`src/shared/usli_consts.vh`:
```
// Purpose: constants for the serial line interface block
// Assumes: 200 MHz clk
// Notes:   bit positions refer to the control port vectors of the top module
`ifndef USLI_CONSTS_VH
`define USLI_CONSTS_VH
`define USLI_EFR_RS485_BIT     4
`define USLI_EFR_AUTORTS_BIT   6
`define USLI_EFR_AUTOCTS_BIT   7
`define USLI_FEATURE_CONTROL_REG_RS485_BIT    3
`define USLI_MCR_DTR_BIT       0
`define USLI_MCR_RTS_BIT       1
`define USLI_MCR_OP1_BIT       2
`define USLI_MCR_IRQEN_BIT     3
`define USLI_CFG_RST           8'h00
`define USLI_OVERSAMPLE        16
`define USLI_MIDBIT            8
`define USLI_DIV_DEFAULT       16'h006c
`define USLI_FIFO_DEPTH        128
`define USLI_FIFO_AW           7
`endif

```
`src/rtl/usli_uart_line.v`:
```
// Purpose: serial line side of a uart: framing, fifos, flow control, rs-485 direction
// Assumes: single clk, baud divisor gives a 16x tick enable, control bits are plain ports
// Notes:   line pins pass two flip-flops; test mode repeats the last character
// Summary of operation
// - tx pin active low normally, inverted (active high) in infrared mode
// - infrared mode when infrared_enable_pin high or software ir bit set
// - rx idles at 1 normally, at 0 in infrared mode
// - auto rts only starts after rts was asserted by modem control bit
// - auto cts halts transmission while cts deasserted, resumes when asserted
// - rts, cts, dtr, dsr, cd, ri usable as general purpose i/o
// - bus_mode_select low selects pc decoding mode, high plain cpu bus
// - direction pin is general output unless efr bit 4 and feature control bit 3 are both set
// - rs-485 direction pin high when receiving, low when transmitting
// - switch to receive only after last stop bit leaves shift register
// - loading a new transmit byte in receive state returns to transmit
// - rs-485 direction off after reset, needs efr bit 4 and feature_control_reg bit 3
// - reset returns pins, fifo pointers and state machines to defaults; configuration comes in on ports, not reset here
// - test mode only when chip select, read and write all asserted
// - transmitter adds start bit before data and stop bits after
// - parity appended on transmit and checked on receive when enabled
// - separate 128-byte transmit and receive fifos
// - receiver oversamples at sixteen times the data rate
// - pc mode offers open-source interrupt output for wire-or
`timescale 1ns/1ps
`include "usli_consts.vh"
module usli_uart_line #(
    parameter FIFO_DEPTH = `USLI_FIFO_DEPTH,
    parameter FIFO_AW    = `USLI_FIFO_AW
) (
    // clock and reset
    input  wire        clk,
    input  wire        rst_n,
    // configuration
    input  wire [15:0] baud_div,
    input  wire [1:0]  word_len_sel,
    input  wire        two_stop,
    input  wire        parity_en,
    input  wire        parity_even,
    input  wire        ir_soft_en,
    input  wire [7:0]  enhanced_feature_reg,
    input  wire [7:0]  feature_control_reg,
    input  wire [7:0]  modem_control_reg,
    input  wire        irq_pending,
    // host strobes
    input  wire        chip_select_n,
    input  wire        read_strobe_n,
    input  wire        write_strobe_n,
    input  wire        bus_mode_select,
    // transmit data in
    input  wire        tx_valid,
    input  wire [7:0]  tx_data,
    output reg         tx_ready,
    // receive data out
    output reg         rx_valid,
    output reg  [7:0]  rx_data,
    output reg         rx_parity_err,
    output reg         rx_frame_err,
    output reg         rx_break,
    input  wire        rx_pop,
    // status
    output reg         pc_mode,
    output reg         test_mode,
    output reg  [3:0]  modem_in_status,
    output reg         tx_idle,
    // line pins
    input  wire        infrared_enable_pin,
    input  wire        serial_in,
    output reg         serial_out,
    output reg         rts_pin_n,
    output reg         dtr_pin_n,
    input  wire        cts_pin_n,
    input  wire        dsr_pin_n,
    input  wire        cd_pin_n,
    input  wire        ri_pin_n,
    output reg         direction_output_pin,
    output reg         irq_out,
    output reg         irq_oe
);
    localparam TX_IDLE  = 2'd0;
    localparam TX_SHIFT = 2'd1;
    localparam RX_IDLE  = 2'd0;
    localparam RX_START = 2'd1;
    localparam RX_SHIFT = 2'd2;

    // two-flop synchronisers for all pins from outside
    reg [7:0] sync1_reg;
    reg [7:0] sync2_reg;
    always @(posedge clk or negedge rst_n) begin
        if (!rst_n) begin
            // infrared pin bit rests low: a high default would flip tx to 0 after reset
            sync1_reg <= 8'hfb;
            sync2_reg <= 8'hfb;
        end else begin
            sync1_reg <= {read_strobe_n, write_strobe_n, chip_select_n, bus_mode_select,
                          cts_pin_n, infrared_enable_pin, dsr_pin_n, serial_in};
            sync2_reg <= sync1_reg;
        end
    end
    wire s_rx   = sync2_reg[0];
    wire s_dsr  = sync2_reg[1];
    wire s_infrared_enable_pin = sync2_reg[2];
    wire s_cts  = sync2_reg[3];
    wire s_sel  = sync2_reg[4];
    wire s_cs   = sync2_reg[5];
    wire s_wr   = sync2_reg[6];
    wire s_rd   = sync2_reg[7];
    reg  [2:0] sync3a_reg;
    reg  [2:0] sync3b_reg;
    always @(posedge clk or negedge rst_n) begin
        if (!rst_n) begin
            sync3a_reg <= 3'h7;
            sync3b_reg <= 3'h7;
        end else begin
            sync3a_reg <= {ri_pin_n, cd_pin_n, 1'b1};
            sync3b_reg <= sync3a_reg;
        end
    end

    wire ir_mode = s_infrared_enable_pin | ir_soft_en;
    wire rx_line = ir_mode ? ~s_rx : s_rx;
    wire auto_rts = enhanced_feature_reg[`USLI_EFR_AUTORTS_BIT];
    wire auto_cts = enhanced_feature_reg[`USLI_EFR_AUTOCTS_BIT];
    wire rs485_on = enhanced_feature_reg[`USLI_EFR_RS485_BIT]
                  & feature_control_reg[`USLI_FEATURE_CONTROL_REG_RS485_BIT];
    wire [3:0] nbits = {2'b00, word_len_sel} + 4'd5;

    // 16x tick divider
    reg [15:0] div_reg;
    reg        tick_reg;
    always @(posedge clk or negedge rst_n) begin
        if (!rst_n) begin
            div_reg  <= 16'h0000;
            tick_reg <= 1'b0;
        end else if (div_reg >= baud_div - 16'h0001) begin
            div_reg  <= 16'h0000;
            tick_reg <= 1'b1;
        end else begin
            div_reg  <= div_reg + 16'h0001;
            tick_reg <= 1'b0;
        end
    end

    // fifos: flop storage, one per direction
    reg [7:0]  txf_mem [0:FIFO_DEPTH-1];
    reg [10:0] rxf_mem [0:FIFO_DEPTH-1];
    reg [FIFO_AW:0] txf_wr_reg, txf_rd_reg, rxf_wr_reg, rxf_rd_reg;
    wire txf_empty = (txf_wr_reg == txf_rd_reg);
    wire txf_full  = (txf_wr_reg - txf_rd_reg) == FIFO_DEPTH[FIFO_AW:0];
    wire rxf_empty = (rxf_wr_reg == rxf_rd_reg);
    wire rxf_full  = (rxf_wr_reg - rxf_rd_reg) == FIFO_DEPTH[FIFO_AW:0];
    wire txf_push  = tx_valid & tx_ready;

    // transmitter
    reg [1:0]  txs_reg;
    reg [11:0] txsh_reg;
    reg [3:0]  txcnt_reg, txtick_reg;
    reg [7:0]  last_char_reg;
    wire cts_ok = !auto_cts || !s_cts;
    wire tx_have = !txf_empty || test_mode;
    wire [7:0] tx_char = test_mode ? last_char_reg : txf_mem[txf_rd_reg[FIFO_AW-1:0]];
    wire tx_par = ^(tx_char & ((8'h01 << nbits) - 8'h01)) ^ ~parity_even;
    wire [3:0] tx_total = nbits + {3'b000, parity_en} + {3'b000, two_stop} + 4'd2;
    reg [11:0] tx_frame;
    always @* begin
        tx_frame = 12'hfff;
        tx_frame[0] = 1'b0;
        tx_frame[8:1] = tx_char | ~((8'h01 << nbits) - 8'h01);
        if (parity_en) begin
            tx_frame[nbits+4'd1] = tx_par;
        end
    end
    always @(posedge clk or negedge rst_n) begin
        if (!rst_n) begin
            txs_reg <= TX_IDLE;
            txsh_reg <= 12'hfff;
            txcnt_reg <= 4'h0;
            txtick_reg <= 4'h0;
            txf_rd_reg <= {(FIFO_AW+1){1'b0}};
            last_char_reg <= 8'h00;
        end else begin
            case (txs_reg)
                TX_IDLE: begin
                    if (tick_reg && tx_have && cts_ok) begin
                        txsh_reg <= tx_frame;
                        txcnt_reg <= tx_total;
                        txtick_reg <= 4'h0;
                        txs_reg <= TX_SHIFT;
                        last_char_reg <= tx_char;
                        if (!test_mode) begin
                            txf_rd_reg <= txf_rd_reg + 1'b1;
                        end
                    end
                end
                default: begin
                    if (tick_reg) begin
                        txtick_reg <= txtick_reg + 4'h1;
                        if (txtick_reg == 4'hf) begin
                            txsh_reg <= {1'b1, txsh_reg[11:1]};
                            txcnt_reg <= txcnt_reg - 4'h1;
                            if (txcnt_reg == 4'h1) begin
                                txs_reg <= TX_IDLE;
                            end
                        end
                    end
                end
            endcase
        end
    end

    always @(posedge clk or negedge rst_n) begin
        if (!rst_n) begin
            txf_wr_reg <= {(FIFO_AW+1){1'b0}};
            tx_ready <= 1'b0;
        end else begin
            if (txf_push) begin
                txf_mem[txf_wr_reg[FIFO_AW-1:0]] <= tx_data;
                txf_wr_reg <= txf_wr_reg + 1'b1;
            end
            tx_ready <= !txf_full && !(txf_push && (txf_wr_reg - txf_rd_reg)
                        == FIFO_DEPTH[FIFO_AW:0] - 1'b1);
        end
    end

    // receiver
    reg [1:0]  rxs_reg;
    reg [3:0]  rxtick_reg, rxcnt_reg;
    reg [9:0]  rxsh_reg;
    wire [3:0] rx_total = nbits + {3'b000, parity_en} + 4'd1;
    wire [9:0] rx_full_sh = {rx_line, rxsh_reg[9:1]};
    wire [9:0] rx_al = rx_full_sh >> (4'd10 - rx_total);
    wire [7:0] rx_dat = rx_al[7:0] & ((8'h01 << nbits) - 8'h01);
    wire rx_pbit = rx_al[nbits];
    wire rx_perr = parity_en && ((^rx_dat ^ rx_pbit) != ~parity_even);
    always @(posedge clk or negedge rst_n) begin
        if (!rst_n) begin
            rxs_reg <= RX_IDLE;
            rxtick_reg <= 4'h0;
            rxcnt_reg <= 4'h0;
            rxsh_reg <= 10'h000;
            rxf_wr_reg <= {(FIFO_AW+1){1'b0}};
        end else if (tick_reg) begin
            case (rxs_reg)
                RX_IDLE: begin
                    rxtick_reg <= 4'h0;
                    if (!rx_line) begin
                        rxs_reg <= RX_START;
                    end
                end
                RX_START: begin
                    rxtick_reg <= rxtick_reg + 4'h1;
                    if (rxtick_reg == `USLI_MIDBIT - 2) begin
                        rxtick_reg <= 4'h0;
                        rxcnt_reg <= 4'h0;
                        rxs_reg <= rx_line ? RX_IDLE : RX_SHIFT;
                    end
                end
                RX_SHIFT: begin
                    rxtick_reg <= rxtick_reg + 4'h1;
                    if (rxtick_reg == 4'hf) begin
                        rxcnt_reg <= rxcnt_reg + 4'h1;
                        // store on the stop-bit sample itself, so data bit 0 lands at bit 0
                        if (rxcnt_reg == rx_total - 4'd1) begin
                            rxs_reg <= RX_IDLE;
                            if (!rxf_full) begin
                                rxf_mem[rxf_wr_reg[FIFO_AW-1:0]] <=
                                    {(rx_al == 10'h000) && !rx_line, !rx_line, rx_perr, rx_dat};
                                rxf_wr_reg <= rxf_wr_reg + 1'b1;
                            end
                        end else begin
                            rxsh_reg <= rx_full_sh;
                        end
                    end
                end
                default: rxs_reg <= RX_IDLE;
            endcase
        end
    end

    wire [10:0] rx_head = rxf_mem[rxf_rd_reg[FIFO_AW-1:0]];
    always @(posedge clk or negedge rst_n) begin
        if (!rst_n) begin
            rxf_rd_reg <= {(FIFO_AW+1){1'b0}};
            rx_valid <= 1'b0;
            rx_data <= 8'h00;
            rx_parity_err <= 1'b0;
            rx_frame_err <= 1'b0;
            rx_break <= 1'b0;
        end else begin
            if (rx_pop && rx_valid) begin
                rxf_rd_reg <= rxf_rd_reg + 1'b1;
                rx_valid <= 1'b0;
            end else if (!rxf_empty) begin
                rx_valid <= 1'b1;
                {rx_break, rx_frame_err, rx_parity_err, rx_data} <= rx_head;
            end
        end
    end

    // flow control, rs-485 direction, gpio, bus mode, test mode
    reg rts_armed_reg;
    reg dir_tx_reg;
    wire rxf_high = (rxf_wr_reg - rxf_rd_reg) >= FIFO_DEPTH[FIFO_AW:0] - 8'd16;
    wire test_cond = !s_cs && !s_rd && !s_wr;
    always @(posedge clk or negedge rst_n) begin
        if (!rst_n) begin
            rts_armed_reg <= 1'b0;
            dir_tx_reg <= 1'b0;
            serial_out <= 1'b1;
            rts_pin_n <= 1'b1;
            dtr_pin_n <= 1'b1;
            direction_output_pin <= 1'b1;
            pc_mode <= 1'b0;
            test_mode <= 1'b0;
            modem_in_status <= 4'h0;
            tx_idle <= 1'b1;
            irq_out <= 1'b0;
            irq_oe <= 1'b0;
        end else begin
            serial_out <= ir_mode ? ~txsh_reg[0] : txsh_reg[0];
            if (modem_control_reg[`USLI_MCR_RTS_BIT]) begin
                rts_armed_reg <= 1'b1;
            end else begin
                rts_armed_reg <= 1'b0;
            end
            if (auto_rts && rts_armed_reg) begin
                rts_pin_n <= rxf_high;
            end else begin
                rts_pin_n <= ~modem_control_reg[`USLI_MCR_RTS_BIT];
            end
            dtr_pin_n <= ~modem_control_reg[`USLI_MCR_DTR_BIT];
            modem_in_status <= ~{sync3b_reg[2], sync3b_reg[1], s_dsr, s_cts};
            if (txf_push || txs_reg == TX_SHIFT || !txf_empty) begin
                dir_tx_reg <= 1'b1;
            end else if (txs_reg == TX_IDLE) begin
                dir_tx_reg <= 1'b0;
            end
            if (rs485_on) begin
                direction_output_pin <= ~dir_tx_reg;
            end else begin
                direction_output_pin <= ~modem_control_reg[`USLI_MCR_OP1_BIT];
            end
            tx_idle <= txf_empty && txs_reg == TX_IDLE;
            pc_mode <= !s_sel;
            if (test_cond) begin
                test_mode <= 1'b1;
            end else if (s_rd || s_wr) begin
                test_mode <= 1'b0;
            end
            // open-source output: drives high only, wire-or by external pull-down
            irq_out <= 1'b1;
            irq_oe <= !s_sel ? (irq_pending && modem_control_reg[`USLI_MCR_IRQEN_BIT])
                             : irq_pending;
        end
    end
endmodule

```
`config.mk`:
```
export PLATFORM = sky130hd
export DESIGN_NAME = usli_uart_line
export DESIGN_NICKNAME = d
export VERILOG_FILES = /design/src/rtl/usli_uart_line.v
export VERILOG_INCLUDE_DIRS = /design/src /design/src/shared
export SDC_FILE = /design/constraint.sdc
export NUM_CORES = 2
export LEC_CHECK = 0
export BUFFER_PORTS_ARGS = -buffer_cell sky130_fd_sc_hd__buf_2
export CAP_MARGIN = 25
export CORE_MARGIN = 10
export CORE_UTILIZATION = 25
export CTS_CLUSTER_DIAMETER = 60
export CTS_CLUSTER_SIZE = 24
export DETAILED_ROUTE_END_ITERATION = 16
export SYNTH_ARGS = -nofsm -noshare
export SYNTH_HDL_FRONTEND = slang
export SYNTH_SLANG_ARGS = --single-unit
```
`constraint.sdc`:
```
create_clock -name clk -period 20.8 [get_ports clk]
set_input_delay 2.08 -clock clk [delete_from_list [all_inputs] [get_ports clk]]
set_output_delay 2.08 -clock clk [all_outputs]
set_load 0.005 [all_outputs]
```
Word-level counts from Yosys, hierarchy flattened. Memories as Yosys holds them, arrays and structs flattened. A register that Yosys moved wholly into a read port is not among the register bits. Index checks and enable logic that the tools add are counted.

Bits in writable memories: 2432. Memories: 2. Flip-flop bits (word level): 136. Word-level logic and storage cells: 215. Output and inout bits: 26.

Memory list: rxf_mem (words 128, width 11, rd ports 1, clocked after memory_dff 1, write ports 1, RTL line usli_uart_line.v:145) `reg [10:0] rxf_mem [0:FIFO_DEPTH-1];`; txf_mem (words 128, width 8, rd ports 1, clocked after memory_dff 0, write ports 1, RTL line usli_uart_line.v:144) `reg [7:0] txf_mem [0:FIFO_DEPTH-1];`.

Shift operators: 2. Mux-type cells: 56. Reductions and logical operators: 54. Bitwise logic cells: 22. $lt $le $gt $ge: 5. Equality and inequality tests: 20. Add/subtract/negate cells: 21.

Operator list (number): $mux W12 (5); $mux W4 (10); $add A8 B1 Y8 const B (4); $mux W1 (23); $add A4 B1 Y4 const B (5); $mux W2 (10); $add A16 B1 Y16 const B (1); $and A8 B8 Y8 (2); $eq A8 B8 Y1 (2); $eq A8 B8 Y1 const B (2); $ge A16 B16 Y1 (1); $mux W16 (1); $reduce_xor A8 Y1 (2); $sub A16 B1 Y16 const B (1); $sub A8 B8 Y8 (2); $logic_and A1 B1 Y1 (15); $bwmux W12 (1); $not A1 Y1 (12); $pmux W4 S3 (1); $reduce_and A4 Y1 (3); $reduce_bool A2 Y1 (6); $logic_not A1 Y1 (11); $logic_not A10 Y1 (1); $lt A4 B5 Y1 const B (2); 37 further kinds (57).

Depth between registers and ports, before layout.
Depth after elaboration: 11. Mapped depth: 18. Mapped depth without buffers: 16.

Worst setup path after synthesis. Ideal clock, no wire load.

Path kind: input to register. Start point: in word_len_sel[0]. End point: mem rxf_mem[0][8], data pin. Buffers on the path: 0. Slack: 6.707 ns. Arrival time: 13.297 ns. Data required time: 20.003 ns. Stages: 12. Library setup time: 0.797 ns. Cells stage by stage: inv_1 > ha_1 > xor2_1 > clkinv_1 > mux4_2 > mux2i_1 > nor3b_1 > xnor2_1 > xnor2_1 > xnor2_1 > xnor2_1 > nor2_1.

Longest elaborated chain between the ends: 10.

Ends and longest elaborated chain: from (decl) (RTL line usli_uart_line.v:35) `input wire [1:0] word_len_sel,`; $add A2 B3 Y4 * (RTL line usli_uart_line.v:125) `wire [3:0] nbits = {2'b00, word_len_sel} + 4'd5;`; $add A4 B1 Y4 (2 in series) (RTL line usli_uart_line.v:228) `wire [3:0] rx_total = nbits + {3'b000, parity_en} + 4'd1;`; $sub A4 B4 Y4 (RTL line usli_uart_line.v:230) `wire [9:0] rx_al = rx_full_sh >> (4'd10 - rx_total);`; $shr A10 B4 Y10 (RTL line usli_uart_line.v:230); $and A8 B8 Y8 * (RTL line usli_uart_line.v:231) `wire [7:0] rx_dat = rx_al[7:0] & ((8'h01 << nbits) - 8'h01);`; named net rx_dat[2] (RTL line usli_uart_line.v:231); $reduce_xor A8 Y1 * (RTL line usli_uart_line.v:233) `wire rx_perr = parity_en && ((^rx_dat ^ rx_pbit) != ~parity_even);`; $xor A1 B1 Y1 * (RTL line usli_uart_line.v:233); $ne A1 B1 Y1 * (RTL line usli_uart_line.v:233); $logic_and A1 B1 Y1 * (RTL line usli_uart_line.v:233); named net rx_perr (RTL line usli_uart_line.v:233); to (decl) (RTL line usli_uart_line.v:145).

The timed path passes the listed nets; every way through them passes the cells marked *. The select of a mux whose other input is x is not followed.

Worst setup path after layout.
Start point: in word_len_sel[0]. End point: mem rxf_mem[103][5], enable pin.

Longest elaborated chain between the ends: 11.

Ends and longest elaborated chain: $add A2 B3 Y4 (RTL line usli_uart_line.v:125); $add A4 B1 Y4 (2 in series) (RTL line usli_uart_line.v:228); $sub A4 B1 Y4 (RTL line usli_uart_line.v:262) `if (rxcnt_reg == rx_total - 4'd1) begin`; $eq A4 B4 Y1 (RTL line usli_uart_line.v:262); $mux W1 (RTL line usli_uart_line.v:262); $mux W1 (RTL line usli_uart_line.v:259) `if (rxtick_reg == 4'hf) begin`; $mux W1 (RTL line usli_uart_line.v:242) `case (rxs_reg)`; $mux W1 (RTL line usli_uart_line.v:241) `end else if (tick_reg) begin`; $logic_and A1 B1 Y1 (RTL line usli_uart_line.v:266) `{(rx_al == 10'h000) && !rx_line, !rx_line, rx_perr, rx_dat};`; $mux W1 (not written as such) (RTL line usli_uart_line.v:265) `rxf_mem[rxf_wr_reg[FIFO_AW-1:0]] <=`.

Every way passes these cells.

==> metrics.cfg <==
[worst_setup_path]
crit_path_frequent_cell=nand4_1
crit_path_start_kind=input port
critical_path.max_stage_delay_ps=890
critical_path_peak_fanout=17
r2r_cells=13
crit_slowest_cell=a311oi_1
cp.arrival_ps=8530
crit_type=in2reg
crit_chain=buf_2, inv_1, ha_1, xor2_1, clkinv_1, nand2b_1, a21oi_1, a31oi_1, xnor2_1, nand4_1, or2_2, a311oi_1, nand4_1, buf_8, buf_4, nor2_1
r2r_slack_ps=14270
required_ps=21280
end_kind=register

[grt]
grt_remaining_overflow=0
grt_pass1_vias=49228
grt_max_degree=126
grt_pass1_wl_um=350000
grtUsageTotal=0.106
antenna_found_initial=18

[logic_synthesis]
synth_top_area_frac=0.716
ys_warn_count=0
synth_ff_type=edfxtp_1
synth-seq-cells=2577
synth_edf_count=2432
synth-seq-area-share=0.752
synthTopCellsByArea=edfxtp_1 72%, mux4_2 16%, dfrtp_1 2.7%, nor2_1 1.2%, dfstp_2 0.90%
synthCells=4871
synthDistinctLibCells=75
syn-cell-area_um2=102000
async_flop_share=0.0563
avgSynthCellArea_um2=21.0
synth_top_cell_by_area=edfxtp_1

[final_layout]
final_cell_mix=2,432 x edfxtp_1, 712 x mux4_2, 322 x nor2_1
finish.utilization=0.283
nets=5200
largest_reg_flops=1408
syn2layout_area_growth_pct=12.9
final_common_cell=edfxtp_1
fill_cells=39826
stdcell_area_um2=115000
drive_above_1_share=0.260

[timing]
slew_headroom=0.219
rsz0062_at_grt=no
fin_crit_ps=8050
fin_setup_tns_ps=0
clock.fmax_mhz=124
post-route-period-util=0.387
finalSetupViolCount=0
finalMaxSlewViolations=0
finalHoldViolCount=0
fin_skew_ps=103
worstMarginPinSlew_ps=1170

[hold_path]
hold_path_depth=0
hold_path_class=reg2reg

[cts]
postCtsSetupRepairBufs=0
cts.clk_slew.worst_paths_ps=90
clock_latency_ps=900
clock-sinks=2577
cts.path.max_buffers=4
cts_buffers=160
cts-root-buf=clkbuf_16
hold_buffers=0
cts_tree=built
htreeDepth=4
cts_resized=0

[placed_design]
place.gp.congestion=0.806
portBuffers=78
post_dp_cell_area_um2=109000
hpwl_um=147000

[drt]
via_count=48846
post_drt_wl_per_cell_um=22.7
dr.first_iter.drc_count=5383
firstDrtPassIters=5
viasPerCell=4.61
drt_wl_total_um=240000
drtAntennaViolNets=0
drc=0

[pwr]
pwr-share-clk=0.304
comb_power_share=0.172
p_seq_frac=0.524
powerDensity_nw_per_um2=97.3
p_switching_w=0.00303
netSwitchingFraction=0.271
ir_drop_mv=0.0989
internal_power_w=0.00818
p_leak_nw=33.9

[floorplanning]
rows=234
die_w_um=659
pin_count=95
die-area_um2=434000
dieHeight_um=659
core_area_um2=406000
start_util=0.251

[status]
status=finished clean

[run]
max-cap-violations=0

==> path summary, 6_finish.rpt <==
check | start | end
setup / recovery | word_len_sel[0] | rxf_mem[103][5]$_DFFE_PP_
hold / removal | sync1_reg[7]$_DFF_PN1_ | sync2_reg[7]$_DFF_PN1_
setup reg to reg | txf_rd_reg[1]$_DFFE_PN0P_ | txsh_reg[4]$_DFFE_PN1P_
hold reg to reg | sync1_reg[7]$_DFF_PN1_ | sync2_reg[7]$_DFF_PN1_
max in group asynchronous | rst_n | dtr_pin_n$_DFF_PN1_
min in group asynchronous | rst_n | rxf_wr_reg[0]$_DFFE_PN0P_
==> power by group through the flow <==
stage                     Sequential [W]  Clock [W]  Combinational (W)
after floorplan                  0.00594          0            0.00133
after global placement           0.00599          0            0.00193
after detailed placement         0.00599          0            0.00195
after CTS                        0.00587    0.00348            0.00196
after global routing             0.00588    0.00366            0.00206
final                            0.00587    0.00341            0.00193
==> cell usage after synthesis, drive strengths merged, types with 4 or more instances <==
library cell  instances
or3                  14
xor2                 29
mux2                 24
a211oi                6
nand3                64
edfxtp             2432
xnor2                67
ha                   61
o22a                  4
nand3b                9
and2                  8
nor2b                21
a22o                 23
nand2               165
nand2b               14
o22ai                20
dfrtp               110
o31ai                 5
a31oi                16
nor4                 11
and3                 27
dfstp                35
a22oi                18
nor3                 21
or2                   5
o221ai                4
o21ai                61
a311oi               12
nor2                324
a221oi               23
buf                  99
mux2i                68
inv                  55
mux4                717
o211ai                6
a21oi                70
a21o                 15
clkbuf              149
nand4                13
==> area by class of cell <==
type	instances	area [µm²]	share of cell area
antenna	4	10.0	0.0000869
timing repair buffer	283	2180	0.0190
sequential	2577	76700	0.666
inverter	58	225	0.00195
clock inverter	80	1010	0.00876
tap	5428	6790	0.0590
multi-input combinational	1989	24100	0.209
clock buffer	175	4180	0.0363
==> routing by layer <==
layer / routed length, µm / vias up / GRT usage
met3: 15400 / 314 / 0.0166
met1: 102000 / 26387 / 0.147
met4: 6260 / 4 / 0.0262
li1: - / 20412 / -
met2: 116000 / 1729 / 0.175
met5: 27 / - / 0
==> stage by stage <==
stage | power [W] | setup slack, ps | hold slack [ps] | std cells
global placement | 0.00791 | 11470 | 334 | 10207
CTS | 0.0113 | 12680 | 358 | 10481
finish | 0.0112 | 12750 | 357 | 10594
detailed placement | 0.00795 | 11870 | 344 | 10226
global route | 0.0116 | 12370 | 360 | 10592
floorplan | 0.00727 | 6710 | 331 | 4872
==> kinds of logic after synthesis <==
| logic type | count (synthesis) | share of synthesized area |
|---|---|---|
| fa+ha+maj | 62 | 0.00767 |
| xor+xnor | 97 | 0.00846 |
| simple gates | 708 | 0.0308 |
| flops | 2577 | 0.752 |
| buf+inv | 306 | 0.0133 |
| compound gates | 311 | 0.0205 |
| mux | 809 | 0.168 |
| other cells | 1 | 0.0000367 |
==> critical path, delay by kind of cell <==
family / cells / cell delay (ps)
compound gates: 3 / 1210
xor+xnor: 2 / 780
fa+ha+maj: 1 / 350
buf+inv: 5 / 1660
simple gates: 5 / 2410
No activity file was read; power rests on OpenSTA's default activity.
